`src/shared/bslc_pkg.sv`:
```
// Constants and types shared by the reference slew and limit controller
`default_nettype none
package bslc_pkg;
  // Clock
  localparam int CLK_NS = 40;

  // Register offsets
  localparam logic [7:0] REG_TARGET = 8'h01;
  localparam logic [7:0] REG_REFCTL = 8'h02;
  localparam logic [7:0] REG_FREQ   = 8'h03;
  localparam logic [7:0] REG_LIMIT  = 8'h04;
  localparam logic [7:0] REG_STATUS = 8'h05;
  localparam logic [7:0] REG_REFNOW = 8'h06;

  // Reset values, target minimum and reserved frequency codes
  localparam logic [7:0] TARGET_RESET = 8'h32;
  localparam logic [7:0] TARGET_MIN   = 8'h1e;
  localparam logic       HALF_RESET   = 1'h0;
  localparam logic       FINE_RESET   = 1'h0;
  localparam logic [1:0] SLEW_RESET   = 2'h0;
  localparam logic [2:0] GM_RESET     = 3'h5;
  localparam logic [2:0] FREQ_RESET   = 3'h0;
  localparam logic [2:0] FREQ_RSV_A   = 3'h6;
  localparam logic [2:0] FREQ_RSV_B   = 3'h7;
  localparam logic [1:0] LIMIT_RESET  = 2'h0;

  // Control register fields
  localparam int REFCTL_HALF = 0;
  localparam int REFCTL_FINE = 1;
  localparam int REFCTL_SLEW = 2;
  localparam int REFCTL_GM   = 4;

  // Status register fields
  localparam int STAT_FAULT   = 0;
  localparam int STAT_ENABLED = 1;
  localparam int STAT_SETTLED = 2;
  localparam int STAT_NONSYNC = 3;
  localparam int STAT_LIMIT   = 4;

  // Synchronised pin order
  localparam int PIN_ENABLE  = 0;
  localparam int PIN_PREBIAS = 1;
  localparam int PIN_BOOSTUV = 2;
  localparam int PIN_PWMHIGH = 3;
  localparam int PIN_CYCLE   = 4;
  localparam int PIN_TRIP    = 5;
  localparam int PIN_COUNT   = 6;

  // Slew timing: one 5 mV step at the slowest rate
  localparam int FINE_STEP_UV  = 5000;
  localparam int SLOW_UV_PER_US = 600;
  localparam int FINE_STEP_NS  = FINE_STEP_UV * 1000 / SLOW_UV_PER_US;
  localparam int TICK_W        = 12;
  localparam logic [TICK_W-1:0] FINE_TICKS_SLOW = TICK_W'(FINE_STEP_NS / CLK_NS);
  localparam logic [8:0] STEP_FINE   = 9'h001;
  localparam logic [8:0] STEP_COARSE = 9'h002;

  // Current limit and boost refresh
  localparam logic [2:0] OCP_LIMIT_CYCLES = 3'h4;
  localparam int REFRESH_NS = 200;
  localparam logic [2:0] REFRESH_CYCLES = 3'((REFRESH_NS + CLK_NS - 1) / CLK_NS);

  typedef enum logic [1:0] {ST_OFF, ST_START, ST_RUN} bslc_state_t;
endpackage : bslc_pkg
`default_nettype wire

```
`src/design/bslc_sync.sv`:
```
// Three-stage pin synchroniser with agreement filter
`default_nettype none
module bslc_sync #(
  parameter int W = 1
) (
  input  wire logic         ref_clk,
  input  wire logic         rstn,
  input  wire logic         clkEn,
  input  wire logic [W-1:0] pinIn,
  output logic      [W-1:0] pinOut
);
  logic [W-1:0] stage1_reg;
  logic [W-1:0] stage2_reg;
  logic [W-1:0] stage3_reg;

  // Output moves only once stages two and three agree
  always_ff @(posedge ref_clk) begin
    if (!rstn) begin
      stage1_reg <= '0;
      stage2_reg <= '0;
      stage3_reg <= '0;
      pinOut     <= '0;
    end else if (clkEn) begin
      stage1_reg <= pinIn;
      stage2_reg <= stage1_reg;
      stage3_reg <= stage2_reg;
      for (int i = 0; i < W; i++) begin
        if (stage2_reg[i] == stage3_reg[i]) begin
          pinOut[i] <= stage3_reg[i];
        end
      end
    end
  end
endmodule : bslc_sync
`default_nettype wire

```
`src/design/bslc_tick.sv`:
```
// Slew clock: one-cycle tick every interval cycles
`default_nettype none
module bslc_tick #(
  parameter int W = 12
) (
  input  wire logic         ref_clk,
  input  wire logic         rstn,
  input  wire logic         clkEn,
  input  wire logic         run,
  input  wire logic [W-1:0] interval,
  output logic              tick
);
  logic [W-1:0] count_reg;
  logic         wrap;

  assign wrap = (count_reg + W'(1)) >= interval;

  always_ff @(posedge ref_clk) begin
    if (!rstn) begin
      count_reg <= '0;
      tick      <= 1'b0;
    end else if (clkEn) begin
      if (!run || wrap) begin
        count_reg <= '0;
      end else begin
        count_reg <= count_reg + W'(1);
      end
      tick <= run && wrap;
    end
  end
endmodule : bslc_tick
`default_nettype wire

```
`src/design/bslc_core.sv`:
```
// Reference slew, gm, frequency lock and peak current limit control core
`default_nettype none
module bslc_core (
  input  wire logic       ref_clk,
  input  wire logic       rstn,
  input  wire logic       clkEn,
  input  wire logic       regWrEn,
  input  wire logic       regRdEn,
  input  wire logic [7:0] regAddr,
  input  wire logic [7:0] regWrData,
  output logic      [7:0] regRdData,
  input  wire logic       enablePin,
  input  wire logic       prebiasPin,
  input  wire logic       boostUvPin,
  input  wire logic       pwmHighPin,
  input  wire logic       cycleStartPin,
  input  wire logic       sensePairTwoTripPin,
  output logic      [8:0] refCode,
  output logic      [2:0] gmSelect,
  output logic      [1:0] peakLimitSelect,
  output logic      [2:0] switchingFrequencyField,
  output logic            highSideSwitch,
  output logic            lowSideSwitch,
  output logic            ocpFault,
  output logic            nonSyncMode
);
  // Register state
  logic [7:0]  target_reg;
  logic        half_reg;
  logic        fine_reg;
  logic [1:0]  slew_reg;
  logic [2:0]  gm_reg;
  logic [2:0]  freq_reg;
  logic [1:0]  limit_reg;

  // Control state
  bslc_pkg::bslc_state_t state_reg;
  bslc_pkg::bslc_state_t state_next;
  logic [8:0]  ref_reg;
  logic [8:0]  ref_next;
  logic        enPrev_reg;
  logic        cyclePrev_reg;
  logic        trip_reg;
  logic        trip_next;
  logic [2:0]  ocpCount_reg;
  logic [2:0]  ocpCount_next;
  logic        fault_reg;
  logic        fault_next;
  logic        nonSync_reg;
  logic        nonSync_next;
  logic [2:0]  refresh_reg;
  logic [2:0]  refresh_next;

  // Synchronised pins
  logic [bslc_pkg::PIN_COUNT-1:0] pinRaw;
  logic [bslc_pkg::PIN_COUNT-1:0] pinSync;
  logic        enNow;
  logic        prebiasNow;
  logic        boostUvNow;
  logic        pwmHighNow;
  logic        cycleNow;
  logic        tripNow;

  // Decode wires
  logic        wrTarget;
  logic        wrRefCtl;
  logic        wrFreq;
  logic        wrLimit;
  logic        freqReserved;
  logic        enRise;
  logic        enToggle;
  logic        cycleEdge;
  logic        faultSet;
  logic [8:0]  target9;
  logic        rampUp;
  logic        rampDown;
  logic        atTarget;
  logic [8:0]  gap;
  logic [8:0]  stepWant;
  logic [8:0]  stepSize;
  logic [bslc_pkg::TICK_W-1:0] baseTicks;
  logic [bslc_pkg::TICK_W-1:0] tickInterval;
  logic        tick;
  logic        switching;
  logic        refreshStart;
  logic        refreshActive;
  logic        highNext;
  logic        lowNext;
  logic [7:0]  statusByte;
  logic [7:0]  rdMux;

  assign pinRaw = {sensePairTwoTripPin, cycleStartPin, pwmHighPin,
                   boostUvPin, prebiasPin, enablePin};

  bslc_sync #(
    .W (bslc_pkg::PIN_COUNT)
  ) u_sync (
    .ref_clk (ref_clk),
    .rstn    (rstn),
    .clkEn   (clkEn),
    .pinIn   (pinRaw),
    .pinOut  (pinSync)
  );

  assign enNow      = pinSync[bslc_pkg::PIN_ENABLE];
  assign prebiasNow = pinSync[bslc_pkg::PIN_PREBIAS];
  assign boostUvNow = pinSync[bslc_pkg::PIN_BOOSTUV];
  assign pwmHighNow = pinSync[bslc_pkg::PIN_PWMHIGH];
  assign cycleNow   = pinSync[bslc_pkg::PIN_CYCLE];
  assign tripNow    = pinSync[bslc_pkg::PIN_TRIP];

  // Register write decode
  assign wrTarget = regWrEn && regAddr == bslc_pkg::REG_TARGET
                    && regWrData >= bslc_pkg::TARGET_MIN;
  assign wrRefCtl = regWrEn && regAddr == bslc_pkg::REG_REFCTL;
  assign freqReserved = regWrData[2:0] == bslc_pkg::FREQ_RSV_A
                        || regWrData[2:0] == bslc_pkg::FREQ_RSV_B;
  // Ignoring writes while enabled is the lock itself
  assign wrFreq  = regWrEn && regAddr == bslc_pkg::REG_FREQ
                   && !enNow && !freqReserved;
  assign wrLimit = regWrEn && regAddr == bslc_pkg::REG_LIMIT;

  always_ff @(posedge ref_clk) begin
    if (!rstn) begin
      target_reg <= bslc_pkg::TARGET_RESET;
      half_reg   <= bslc_pkg::HALF_RESET;
      fine_reg   <= bslc_pkg::FINE_RESET;
      slew_reg   <= bslc_pkg::SLEW_RESET;
      gm_reg     <= bslc_pkg::GM_RESET;
      freq_reg   <= bslc_pkg::FREQ_RESET;
      limit_reg  <= bslc_pkg::LIMIT_RESET;
    end else if (clkEn) begin
      if (wrTarget) begin
        target_reg <= regWrData;
      end
      if (wrRefCtl) begin
        half_reg <= regWrData[bslc_pkg::REFCTL_HALF];
        fine_reg <= regWrData[bslc_pkg::REFCTL_FINE];
        slew_reg <= regWrData[bslc_pkg::REFCTL_SLEW +: 2];
        gm_reg   <= regWrData[bslc_pkg::REFCTL_GM +: 3];
      end
      if (wrFreq) begin
        freq_reg <= regWrData[2:0];
      end
      if (wrLimit) begin
        limit_reg <= regWrData[1:0];
      end
    end
  end

  // Read path
  assign statusByte = {3'h0, trip_reg, nonSync_reg, state_reg == bslc_pkg::ST_RUN,
                       enNow, fault_reg};
  assign rdMux = (regAddr == bslc_pkg::REG_TARGET) ? target_reg :
                 (regAddr == bslc_pkg::REG_REFCTL) ?
                   {1'b0, gm_reg, slew_reg, fine_reg, half_reg} :
                 (regAddr == bslc_pkg::REG_FREQ)   ? {5'h00, freq_reg} :
                 (regAddr == bslc_pkg::REG_LIMIT)  ? {6'h00, limit_reg} :
                 (regAddr == bslc_pkg::REG_STATUS) ? statusByte :
                 (regAddr == bslc_pkg::REG_REFNOW) ? ref_reg[8:1] : 8'h00;

  always_ff @(posedge ref_clk) begin
    if (!rstn) begin
      regRdData <= 8'h00;
    end else if (clkEn && regRdEn) begin
      regRdData <= rdMux;
    end
  end

  // Edges
  assign enRise    = enNow && !enPrev_reg;
  assign enToggle  = enNow != enPrev_reg;
  assign cycleEdge = cycleNow && !cyclePrev_reg;

  // Slew tick: each slew step halves the interval; coarse steps take twice as long
  assign baseTicks    = fine_reg ? bslc_pkg::FINE_TICKS_SLOW
                                 : bslc_pkg::FINE_TICKS_SLOW << 1;
  assign tickInterval = baseTicks >> slew_reg;

  bslc_tick #(
    .W (bslc_pkg::TICK_W)
  ) u_tick (
    .ref_clk  (ref_clk),
    .rstn     (rstn),
    .clkEn    (clkEn),
    .run      (state_reg != bslc_pkg::ST_OFF),
    .interval (tickInterval),
    .tick     (tick)
  );

  // Ramp arithmetic
  assign target9  = {target_reg, half_reg};
  assign rampUp   = ref_reg < target9;
  assign rampDown = ref_reg > target9;
  assign atTarget = ref_reg == target9;
  assign gap      = rampUp ? target9 - ref_reg : ref_reg - target9;
  assign stepWant = fine_reg ? bslc_pkg::STEP_FINE : bslc_pkg::STEP_COARSE;
  // Last step shrinks so an odd target is met exactly
  assign stepSize = (gap < stepWant) ? gap : stepWant;

  always_comb begin
    state_next = state_reg;
    ref_next   = ref_reg;
    unique case (state_reg)
      bslc_pkg::ST_OFF: begin
        ref_next = 9'h000;
        if (enRise) begin
          state_next = bslc_pkg::ST_START;
        end
      end
      bslc_pkg::ST_START, bslc_pkg::ST_RUN: begin
        if (tick && rampUp && !trip_reg) begin
          ref_next = ref_reg + stepSize;
        end else if (tick && rampDown) begin
          ref_next = ref_reg - stepSize;
        end
        if (atTarget) begin
          state_next = bslc_pkg::ST_RUN;
        end
      end
    endcase
    if (!enNow) begin
      state_next = bslc_pkg::ST_OFF;
      ref_next   = 9'h000;
    end
  end

  // Peak limit: trip re-arms each cycle; a trip on the edge counts for the new cycle
  always_comb begin
    trip_next     = trip_reg | tripNow;
    ocpCount_next = ocpCount_reg;
    if (cycleEdge) begin
      trip_next = tripNow;
      if (trip_reg) begin
        if (ocpCount_reg != bslc_pkg::OCP_LIMIT_CYCLES) begin
          ocpCount_next = ocpCount_reg + 3'h1;
        end
      end else begin
        ocpCount_next = 3'h0;
      end
    end
    if (!enNow) begin
      trip_next     = 1'b0;
      ocpCount_next = 3'h0;
    end
  end

  // Fifth limited cycle in a row latches the fault
  assign faultSet = enNow && cycleEdge && trip_reg
                    && ocpCount_reg == bslc_pkg::OCP_LIMIT_CYCLES;

  always_comb begin
    fault_next = fault_reg;
    if (faultSet) begin
      fault_next = 1'b1;
    end else if (enToggle) begin
      fault_next = 1'b0;
    end
  end

  // Prebias is sampled once, at the enable edge
  always_comb begin
    nonSync_next = nonSync_reg;
    if (enRise) begin
      nonSync_next = prebiasNow;
    end else if (!enNow || state_reg == bslc_pkg::ST_RUN) begin
      nonSync_next = 1'b0;
    end
  end

  // Boost refresh pulse while the high side is held on
  // Next fault value, so the latching edge already stops both gates
  assign switching     = enNow && !fault_next;
  assign refreshActive = refresh_reg != 3'h0;
  assign refreshStart  = switching && pwmHighNow && boostUvNow && !refreshActive;

  always_comb begin
    refresh_next = refresh_reg;
    if (refreshStart) begin
      refresh_next = bslc_pkg::REFRESH_CYCLES;
    end else if (refreshActive) begin
      refresh_next = refresh_reg - 3'h1;
    end
  end

  // Gate drive; high and low are never on together
  assign highNext = switching && pwmHighNow && !trip_next
                    && !refreshActive && !refreshStart;
  assign lowNext  = switching && !highNext
                    && (refreshActive || refreshStart
                        || (!pwmHighNow && !nonSync_next));

  always_ff @(posedge ref_clk) begin
    if (!rstn) begin
      state_reg     <= bslc_pkg::ST_OFF;
      ref_reg       <= 9'h000;
      enPrev_reg    <= 1'b0;
      cyclePrev_reg <= 1'b0;
      trip_reg      <= 1'b0;
      ocpCount_reg  <= 3'h0;
      fault_reg     <= 1'b0;
      nonSync_reg   <= 1'b0;
      refresh_reg   <= 3'h0;
    end else if (clkEn) begin
      state_reg     <= state_next;
      ref_reg       <= ref_next;
      enPrev_reg    <= enNow;
      cyclePrev_reg <= cycleNow;
      trip_reg      <= trip_next;
      ocpCount_reg  <= ocpCount_next;
      fault_reg     <= fault_next;
      nonSync_reg   <= nonSync_next;
      refresh_reg   <= refresh_next;
    end
  end

  // Registered outputs
  always_ff @(posedge ref_clk) begin
    if (!rstn) begin
      refCode                 <= 9'h000;
      gmSelect                <= bslc_pkg::GM_RESET;
      peakLimitSelect         <= bslc_pkg::LIMIT_RESET;
      switchingFrequencyField <= bslc_pkg::FREQ_RESET;
      highSideSwitch          <= 1'b0;
      lowSideSwitch           <= 1'b0;
      ocpFault                <= 1'b0;
      nonSyncMode             <= 1'b0;
    end else if (clkEn) begin
      refCode                 <= ref_next;
      gmSelect                <= gm_reg;
      peakLimitSelect         <= limit_reg;
      switchingFrequencyField <= freq_reg;
      highSideSwitch          <= highNext;
      lowSideSwitch           <= lowNext;
      ocpFault                <= fault_next;
      nonSyncMode             <= nonSync_next;
    end
  end
endmodule : bslc_core
`default_nettype wire

```
`config.mk`:
```
export PLATFORM = sky130hd
export DESIGN_NAME = bslc_core
export DESIGN_NICKNAME = d
export VERILOG_FILES = /design/src/shared/bslc_pkg.sv /design/src/design/bslc_sync.sv /design/src/design/bslc_tick.sv /design/src/design/bslc_core.sv
export SDC_FILE = /design/constraint.sdc
export NUM_CORES = 1
export LEC_CHECK = 0
export ABC_CLOCK_PERIOD_IN_PS = 16500
export BUFFER_PORTS_ARGS = -buffer_cell sky130_fd_sc_hd__buf_4
export CAP_MARGIN = 20
export CORE_MARGIN = 5
export CORE_UTILIZATION = 40
export DETAILED_ROUTE_END_ITERATION = 12
export PLACE_DENSITY = 0.69
export SYNTH_ARGS = -nofsm -noshare
export SYNTH_HDL_FRONTEND = slang
export SYNTH_SLANG_ARGS = --single-unit
```
`constraint.sdc`:
```
create_clock -name ref_clk -period 16.5 [get_ports ref_clk]
set_clock_uncertainty 0.05 [all_clocks]
set_input_delay 1.65 -clock ref_clk [delete_from_list [all_inputs] [get_ports ref_clk]]
set_output_delay 1.65 -clock ref_clk [all_outputs]
set_load 0.005 [all_outputs]
```
==> metrics.txt, run 1 <==
cells after synthesis 690; wirelength, routed about 14,000 µm; biggest cell delay along the critical path 460 ps; Setup Buffers After CTS 0; number of resized instances in the post-cts repair step 0; Die Y-Extent approximately 130 µm; cell area after technology mapping 0.00605 mm²; CTS hold repair buffers 0; global-route usage over all layers 0.159; most instantiated flip-flop cell in the synthesis netlist sky130_fd_sc_hd__dfxtp_1; Buffers & Inverters on Critical Path 2; Wirelength per Cell 15.3 µm; cell area power density approximately 74 mW/mm²; CTS H-Tree Depth 3; Rel. slew slack 0.448; number of flops mapped to enable cells by yosys 0; count of endpoints failing setup in the final report 0; worst slack on hold paths ~440 ps; worst-case clock buffer depth 2; Seq/Total Area, Yosys 0.321; ranking of synthesized cells by instance count sky130_fd_sc_hd__dfxtp_1, sky130_fd_sc_hd__nor2b_1, sky130_fd_sc_hd__mux2i_1; fin nets between 700 and 800; initial standard-cell utilization of the core 0.403; antenna violations before repair 0; final worst path period need 6110 ps; Hold/Removal Path Class flip-flop to flip-flop; final period utilization 0.370; count leader, synth sky130_fd_sc_hd__dfxtp_1; Worst-path clk slew 70 ps; Synth Register Bits just under 100; IO buf count 55; GRT Residual Overflow 0; share of cells above drive strength 1 0.128; # DRC 0; antenna violation net count after detailed routing 0; layout filler cell count around 1,400; area share of the leading cell type in the synthesized netlist 0.321; syn_nets 765; antenna fix cells 0; final instance count without filler cells between 900 and 1,000; top area cells in the synthesized netlist sky130_fd_sc_hd__dfxtp_1, sky130_fd_sc_hd__mux2i_1, sky130_fd_sc_hd__ha_1; post-layout util 0.456; Clk Tree Root Cell sky130_fd_sc_hd__clkbuf_16; Worst Tran Pin Value roughly 820 ps; maximum number of pins on one net before global-route repair 93; endpoint required time on the critical path between 15,000 and 20,000 ps; mean number of vias per cell 5.35; sum of negative setup slack 0 ps; vias in the first global route about 4,600; TritonCTS clock tree done; RSZ-0062 raised after global routing false; number of failing hold endpoints at the final stage 0; max cap viols 0; area growth from synthesis to layout 13.2%; type of origin of the critical path flip-flop; count of TritonRoute iterations in the first routing pass 5; maximum clock frequency between 0.15 and 0.2 GHz; clk sink count 97; RePlAce Congestion 0.955; First DRT Iteration DRCs 253; insertion delay of the later-clocked pin in the worst-skew pair between 300 and 400 ps; synthesized area per cell 8.77 µm²; crit path kind flip-flop to flip-flop; number of pins with negative max-slew slack in the final report 0; Top delay family on crit path compound AO/OA/AOI/OAI gates; cell repeated most along the worst path sky130_fd_sc_hd__a21oi_1; count of pins on the block boundary 56; leakage between 2 and 3 nW; flip-flop count of the largest register after layout 12; total number of yosys warnings 0; wire length of the first global-routing pass 23,400 µm; standard-cell row count 45; Die ar. about 0.018 mm²; capturing element type of the critical path flip-flop; number of clock buffers inserted by TritonCTS 9; status finished, final reports clean; total via count in the routed design 4,899; crit path DAT around 6300 ps; proportion of synthesized flip-flops having asynchronous set or reset 0; die width roughly 130 µm; Unique masters post-synth ~70; number of cells in the design after placement 900; HPWL reported at the end of detailed placement roughly 10,000 µm; IR Drop Worst-Case VDD 0.0000564 V; slowest stage cell, crit path sky130_fd_sc_hd__dfxtp_1; core area between 0.015 and 0.02 mm²; cell type with the largest total area after synthesis sky130_fd_sc_hd__dfxtp_1; biggest fanout along the worst timing path 12
[through the flow]
stage | power, W | area [µm²] | setup WS (ps)
2_1_floorplan | 0.000282 | 6050 | 11030
4_1_cts | 0.000517 | 6850 | 10390
3_5_place_dp | 0.000296 | 6540 | 10430
5_1_grt | 0.000533 | 6850 | 9930
6_report | 0.000510 | 6850 | 10390
3_3_place_gp | 0.000295 | 6540 | 10600
[cell families after synthesis]
logic type,Yosys count,synth area share
and+or+nand+nor,224,0.200
DFF,97,0.321
adders and majority gates,48,0.103
AOI/OAI and AO/OA,164,0.189
muxes,61,0.102
xor gates and xnor gates,25,0.0362
buffers and inverters,71,0.0500
[worst reg2reg max path: stages, from the launching register on]
cell,delay [ps]
sky130_fd_sc_hd__dfxtp_1,460
sky130_fd_sc_hd__inv_1,80
sky130_fd_sc_hd__ha_1,450
sky130_fd_sc_hd__o21ai_0,220
sky130_fd_sc_hd__a21oi_1,120
sky130_fd_sc_hd__o31ai_4,320
sky130_fd_sc_hd__and2_1,250
sky130_fd_sc_hd__mux2i_1,200
sky130_fd_sc_hd__inv_1,110
sky130_fd_sc_hd__ha_1,280
sky130_fd_sc_hd__a21oi_1,190
sky130_fd_sc_hd__nand4_1,170
sky130_fd_sc_hd__nor4_4,340
sky130_fd_sc_hd__a22oi_2,200
sky130_fd_sc_hd__mux2i_1,160
sky130_fd_sc_hd__ha_1,300
sky130_fd_sc_hd__nand2b_1,140
sky130_fd_sc_hd__o31a_1,140
sky130_fd_sc_hd__fa_1,450
sky130_fd_sc_hd__a21oi_1,160
sky130_fd_sc_hd__nor2b_1,80
sky130_fd_sc_hd__a311oi_1,410
sky130_fd_sc_hd__a21oi_1,150
sky130_fd_sc_hd__xnor2_1,200
sky130_fd_sc_hd__nor2_1,60
sky130_fd_sc_hd__a221o_1,340
[final timing paths]
path | from | end | slack, ps | cells past startpoint
worst min register to register | gmSelect[2]$_SDFFE_PN1P_ | gmSelect[2]$_SDFFE_PN1P_ | 440 | 2
worst max-delay path | refCode[2]$_SDFFE_PN0P_ | refCode[8]$_SDFFE_PN0P_ | 10390 | 25
worst max register to register | refCode[2]$_SDFFE_PN0P_ | refCode[8]$_SDFFE_PN0P_ | 10390 | 25
worst min-delay path | gmSelect[2]$_SDFFE_PN1P_ | gmSelect[2]$_SDFFE_PN1P_ | 440 | 2
[area by class of cell]
type,instances,area (µm²),share of cell area
Inverter,38,143,0.0208
Tap cell,188,235,0.0343
Clock buffer,9,225,0.0329
Timing Repair Buffer,55,413,0.0603
Multi-Input combinational cell,522,3810,0.556
Clock inverter,7,83.8,0.0122
Sequential cell,97,1940,0.283
[placed cells by master, fill, tap and decap left out, types with 3 or more instances in the layout]
master,instances
sky130_fd_sc_hd__a211oi_1,4
sky130_fd_sc_hd__a21boi_0,10
sky130_fd_sc_hd__a21o_1,9
sky130_fd_sc_hd__a21oi_1,41
sky130_fd_sc_hd__a221oi_1,3
sky130_fd_sc_hd__a22o_1,11
sky130_fd_sc_hd__a22oi_1,11
sky130_fd_sc_hd__a31oi_1,5
sky130_fd_sc_hd__and2_1,12
sky130_fd_sc_hd__and3_1,4
sky130_fd_sc_hd__buf_4,55
sky130_fd_sc_hd__clkbuf_16,9
sky130_fd_sc_hd__dfxtp_1,97
sky130_fd_sc_hd__fa_1,3
sky130_fd_sc_hd__ha_1,45
sky130_fd_sc_hd__inv_1,37
sky130_fd_sc_hd__mux2_2,4
sky130_fd_sc_hd__mux2i_1,57
sky130_fd_sc_hd__nand2_1,54
sky130_fd_sc_hd__nand2b_1,5
sky130_fd_sc_hd__nand3_1,19
sky130_fd_sc_hd__nand4_1,5
sky130_fd_sc_hd__nor2_1,33
sky130_fd_sc_hd__nor2b_1,64
sky130_fd_sc_hd__nor3_1,6
sky130_fd_sc_hd__o211a_1,6
sky130_fd_sc_hd__o21a_1,5
sky130_fd_sc_hd__o21ai_0,30
sky130_fd_sc_hd__o31a_1,4
sky130_fd_sc_hd__or2_2,3
sky130_fd_sc_hd__or3_1,4
sky130_fd_sc_hd__or4_1,3
sky130_fd_sc_hd__xnor2_1,14
sky130_fd_sc_hd__xor2_1,11
[power breakdown]
group	switching (W)	total, W	internal, W	leakage, nW
clock	0.0000986	0.000219	0.000121	0.154
combinational	0.0000259	0.0000471	0.0000212	2.02
sequential	0.00000316	0.000243	0.000240	0.784
[per-layer routing]
layer / wire (µm) / vias up / part of all wire / global-route usage
li1: - / 2509 / - / -
met3: 515 / 16 / 0.037 / 0.0213
met1: 6930 / 2277 / 0.49 / 0.226
met5: 0 / - / 0 / 0
met4: 182 / 0 / 0.013 / 0.0473
met2: 6390 / 97 / 0.46 / 0.253
(Power assumes the default switching activity.)
==> inputs of run 2 (changes only) <==
ABC_CLOCK_PERIOD_IN_PS = 5200   (was 16500)
PLACE_DENSITY = 0.72   (was 0.69)
clock period = 5.2 ns   (was 16.5 ns; I/O delays follow)
==> run 2 against run 1 <==
Effect of this change:
- combinational power grew to 3.2 times the previous value
- via count grew 7.3%
- fmax increased by 19%
- count of clock-buffer cells in the layout did not move
==> metrics.txt, run 2 (synthesis gave the netlist of run 1 again) <==
status finished, final reports clean (unchanged); wirelength, routed 15,300 µm (was 14,000 µm); IR Drop Worst-Case VDD 0.000191 V (was 0.0000564 V); antenna fix cells 0 (unchanged); number of cells in the design after placement 924 (was 900); RSZ-0062 raised after global routing true (was false); count of pins on the block boundary 56 (unchanged); vias in the first global route 4,922 (was 4,600); standard-cell row count 45 (unchanged); global-route usage over all layers 0.165 (was 0.159); CTS hold repair buffers 0 (unchanged); most common cell after layout, fill and taps aside sky130_fd_sc_hd__dfxtp_1 (unchanged); GRT Residual Overflow 0 (unchanged); capturing element type of the critical path flip-flop (unchanged); Worst Tran Pin Value 832 ps (was 823 ps); Clk Tree Root Cell sky130_fd_sc_hd__clkbuf_16 (unchanged); antenna violations before repair 0 (unchanged); endpoint required time on the critical path 5390 ps (was 16,690 ps); CTS H-Tree Depth 3 (unchanged); Wirelength per Cell 16.1 µm (was 15.3 µm); number of pins with negative max-slew slack in the final report 0 (unchanged); max cap viols 0 (unchanged); count of TritonRoute iterations in the first routing pass 8 (was 5); worst-case clock buffer depth 2 (unchanged); area growth from synthesis to layout 21.7% (was 13.2%); count of endpoints failing setup in the final report 0 (unchanged); Die Y-Extent 133 µm (unchanged); wire length of the first global-routing pass 24,500 µm (was 23,400 µm); Rel. slew slack 0.442 (was 0.448); First DRT Iteration DRCs 261 (was 253); worst slack on hold paths 356 ps (was 440 ps); biggest fanout along the worst timing path 5 (was 12); share of cells above drive strength 1 0.215 (was 0.128); number of failing hold endpoints at the final stage 0 (unchanged); number of clock buffers inserted by TritonCTS 9 (unchanged); cell depth of the worst flop-to-flop path 25 (unchanged); hold-critical path depth 3 (was 2); IO buf count 55 (unchanged); total via count in the routed design 5,256 (was 4,899); maximum number of pins on one net before global-route repair 93 (unchanged); flip-flop count of the largest register after layout 12 (unchanged); clk sink count 97 (unchanged); RePlAce Congestion 0.909 (was 0.955); insertion delay of the later-clocked pin in the worst-skew pair 340 ps (about the same); Hold/Removal Path Class primary input to flip-flop (was flip-flop to flip-flop); die width 133 µm (unchanged); commonest cells after routing, fill and taps aside sky130_fd_sc_hd__dfxtp_1, sky130_fd_sc_hd__buf_4, sky130_fd_sc_hd__nor2b_1, sky130_fd_sc_hd__mux2i_1, sky130_fd_sc_hd__nand2_1 (was sky130_fd_sc_hd__dfxtp_1, sky130_fd_sc_hd__nor2b_1, sky130_fd_sc_hd__mux2i_1, sky130_fd_sc_hd__buf_4, sky130_fd_sc_hd__nand2_1); crit path DAT 5300 ps (was 6300 ps); core area 0.0150 mm² (unchanged); HPWL reported at the end of detailed placement 10,900 µm (was 10,400 µm); final period utilization 0.984 (was 0.370); TritonCTS clock tree done (unchanged); Die ar. 0.0177 mm² (unchanged); leakage 3.17 nW (was 2.96 nW); sum of negative setup slack 0 ps (unchanged); maximum clock frequency 0.195 GHz (was 0.164 GHz); # DRC 0 (unchanged); initial standard-cell utilization of the core 0.403 (unchanged); antenna violation net count after detailed routing 0 (unchanged); cell area power density 222 mW/mm² (was 74.4 mW/mm²); mean number of vias per cell 5.53 (was 5.35); fin nets 833 (was 798); final instance count without filler cells 951 (was 916); type of origin of the critical path flip-flop (unchanged); Worst-path clk slew 70 ps (about the same); final worst path period need 5120 ps (was 6110 ps); crit path kind flip-flop to flip-flop (unchanged)
run 2: changes by cell type in the layout (fill, tap and decap cells not counted), sizes merged:
cell	change
buf	+35
inv	-2
clkinv	+1
clkinvlp	+1
run 2: worst max-delay path, stage by stage, from the launching register on:
cell and delay (ps):
sky130_fd_sc_hd__dfxtp_4 390, sky130_fd_sc_hd__inv_1 60, sky130_fd_sc_hd__ha_1 210, sky130_fd_sc_hd__nor2_4 130, sky130_fd_sc_hd__a21oi_4 90, sky130_fd_sc_hd__o31ai_4 190
sky130_fd_sc_hd__and2_4 190, sky130_fd_sc_hd__mux2i_1 180, sky130_fd_sc_hd__inv_1 100, sky130_fd_sc_hd__ha_4 260, sky130_fd_sc_hd__a21oi_4 160, sky130_fd_sc_hd__o2111ai_2 120
sky130_fd_sc_hd__nor4_2 300, sky130_fd_sc_hd__a22oi_2 150, sky130_fd_sc_hd__mux2i_1 160, sky130_fd_sc_hd__ha_1 310, sky130_fd_sc_hd__nand2b_4 130, sky130_fd_sc_hd__o31a_1 130
sky130_fd_sc_hd__fa_2 420, sky130_fd_sc_hd__a21oi_2 170, sky130_fd_sc_hd__nor2b_2 70, sky130_fd_sc_hd__a311oi_2 310, sky130_fd_sc_hd__a21oi_1 130, sky130_fd_sc_hd__xnor2_1 150
sky130_fd_sc_hd__a22o_1 190, sky130_fd_sc_hd__a221o_1 250
run 2: worst paths after layout:
kind                                     startpoint                             to  slack (ps)
setup / recovery         target_reg[0]$_SDFFE_PN0P_        refCode[8]$_SDFFE_PN0P_          80
setup reg to reg         target_reg[0]$_SDFFE_PN0P_        refCode[8]$_SDFFE_PN0P_          80
hold / removal                         regWrData[5]     target_reg[5]$_SDFFE_PN1P_         360
hold reg to reg   u_sync.stage2_reg[2]$_SDFFE_PN0P_  u_sync.pinOut[2]$_SDFFE_PN0P_         440
run 2: through the flow:
stage	total power, W	instance area [µm²]	setup WS [ps]	util
after floorplan	0.000895	6070	28.8	-
after global placement	0.000936	6740	59.2	0.448
after detailed placement	0.000938	6740	-85.0	0.448
after CTS	0.00165	7120	9.06	0.474
after global routing	0.00170	7370	-95.6	0.490
final	0.00164	7370	83.0	0.490
run 2: final cells by class:
class	count	area, µm²
clock buffers	9	225
multi-input cells	522	4020
flip-flops and latches	97	1960
repair buffers	90	683
inverters	38	143
fillers	1356	7660
clock inverters	7	101
well taps	188	235
run 2: report_power, final:
| part | leakage (nW) | switching, W | internal, W | total (W) |
|---|---|---|---|---|
| logic | 2.23 | 0.0000826 | 0.0000671 | 0.000150 |
| clock network | 0.155 | 0.000328 | 0.000389 | 0.000717 |
| registers | 0.788 | 0.0000106 | 0.000758 | 0.000769 |
| total | 3.17 | 0.000421 | 0.00121 | 0.00164 |
run 2: routing by layer:
metal,track usage,wire length (µm),up-vias
met1,0.224,7070,2509
met5,0,0,-
li1,-,-,2577
met4,0.0548,308,0
met2,0.271,7140,145
met3,0.0221,755,25
run 2: what timing repair did:
action                                  4_1_cts  5_1_grt
buffers inserted                              4        7
gates resized for setup                       8       37
pin swaps                                     6       20
endpoints found under the setup margin        2        4
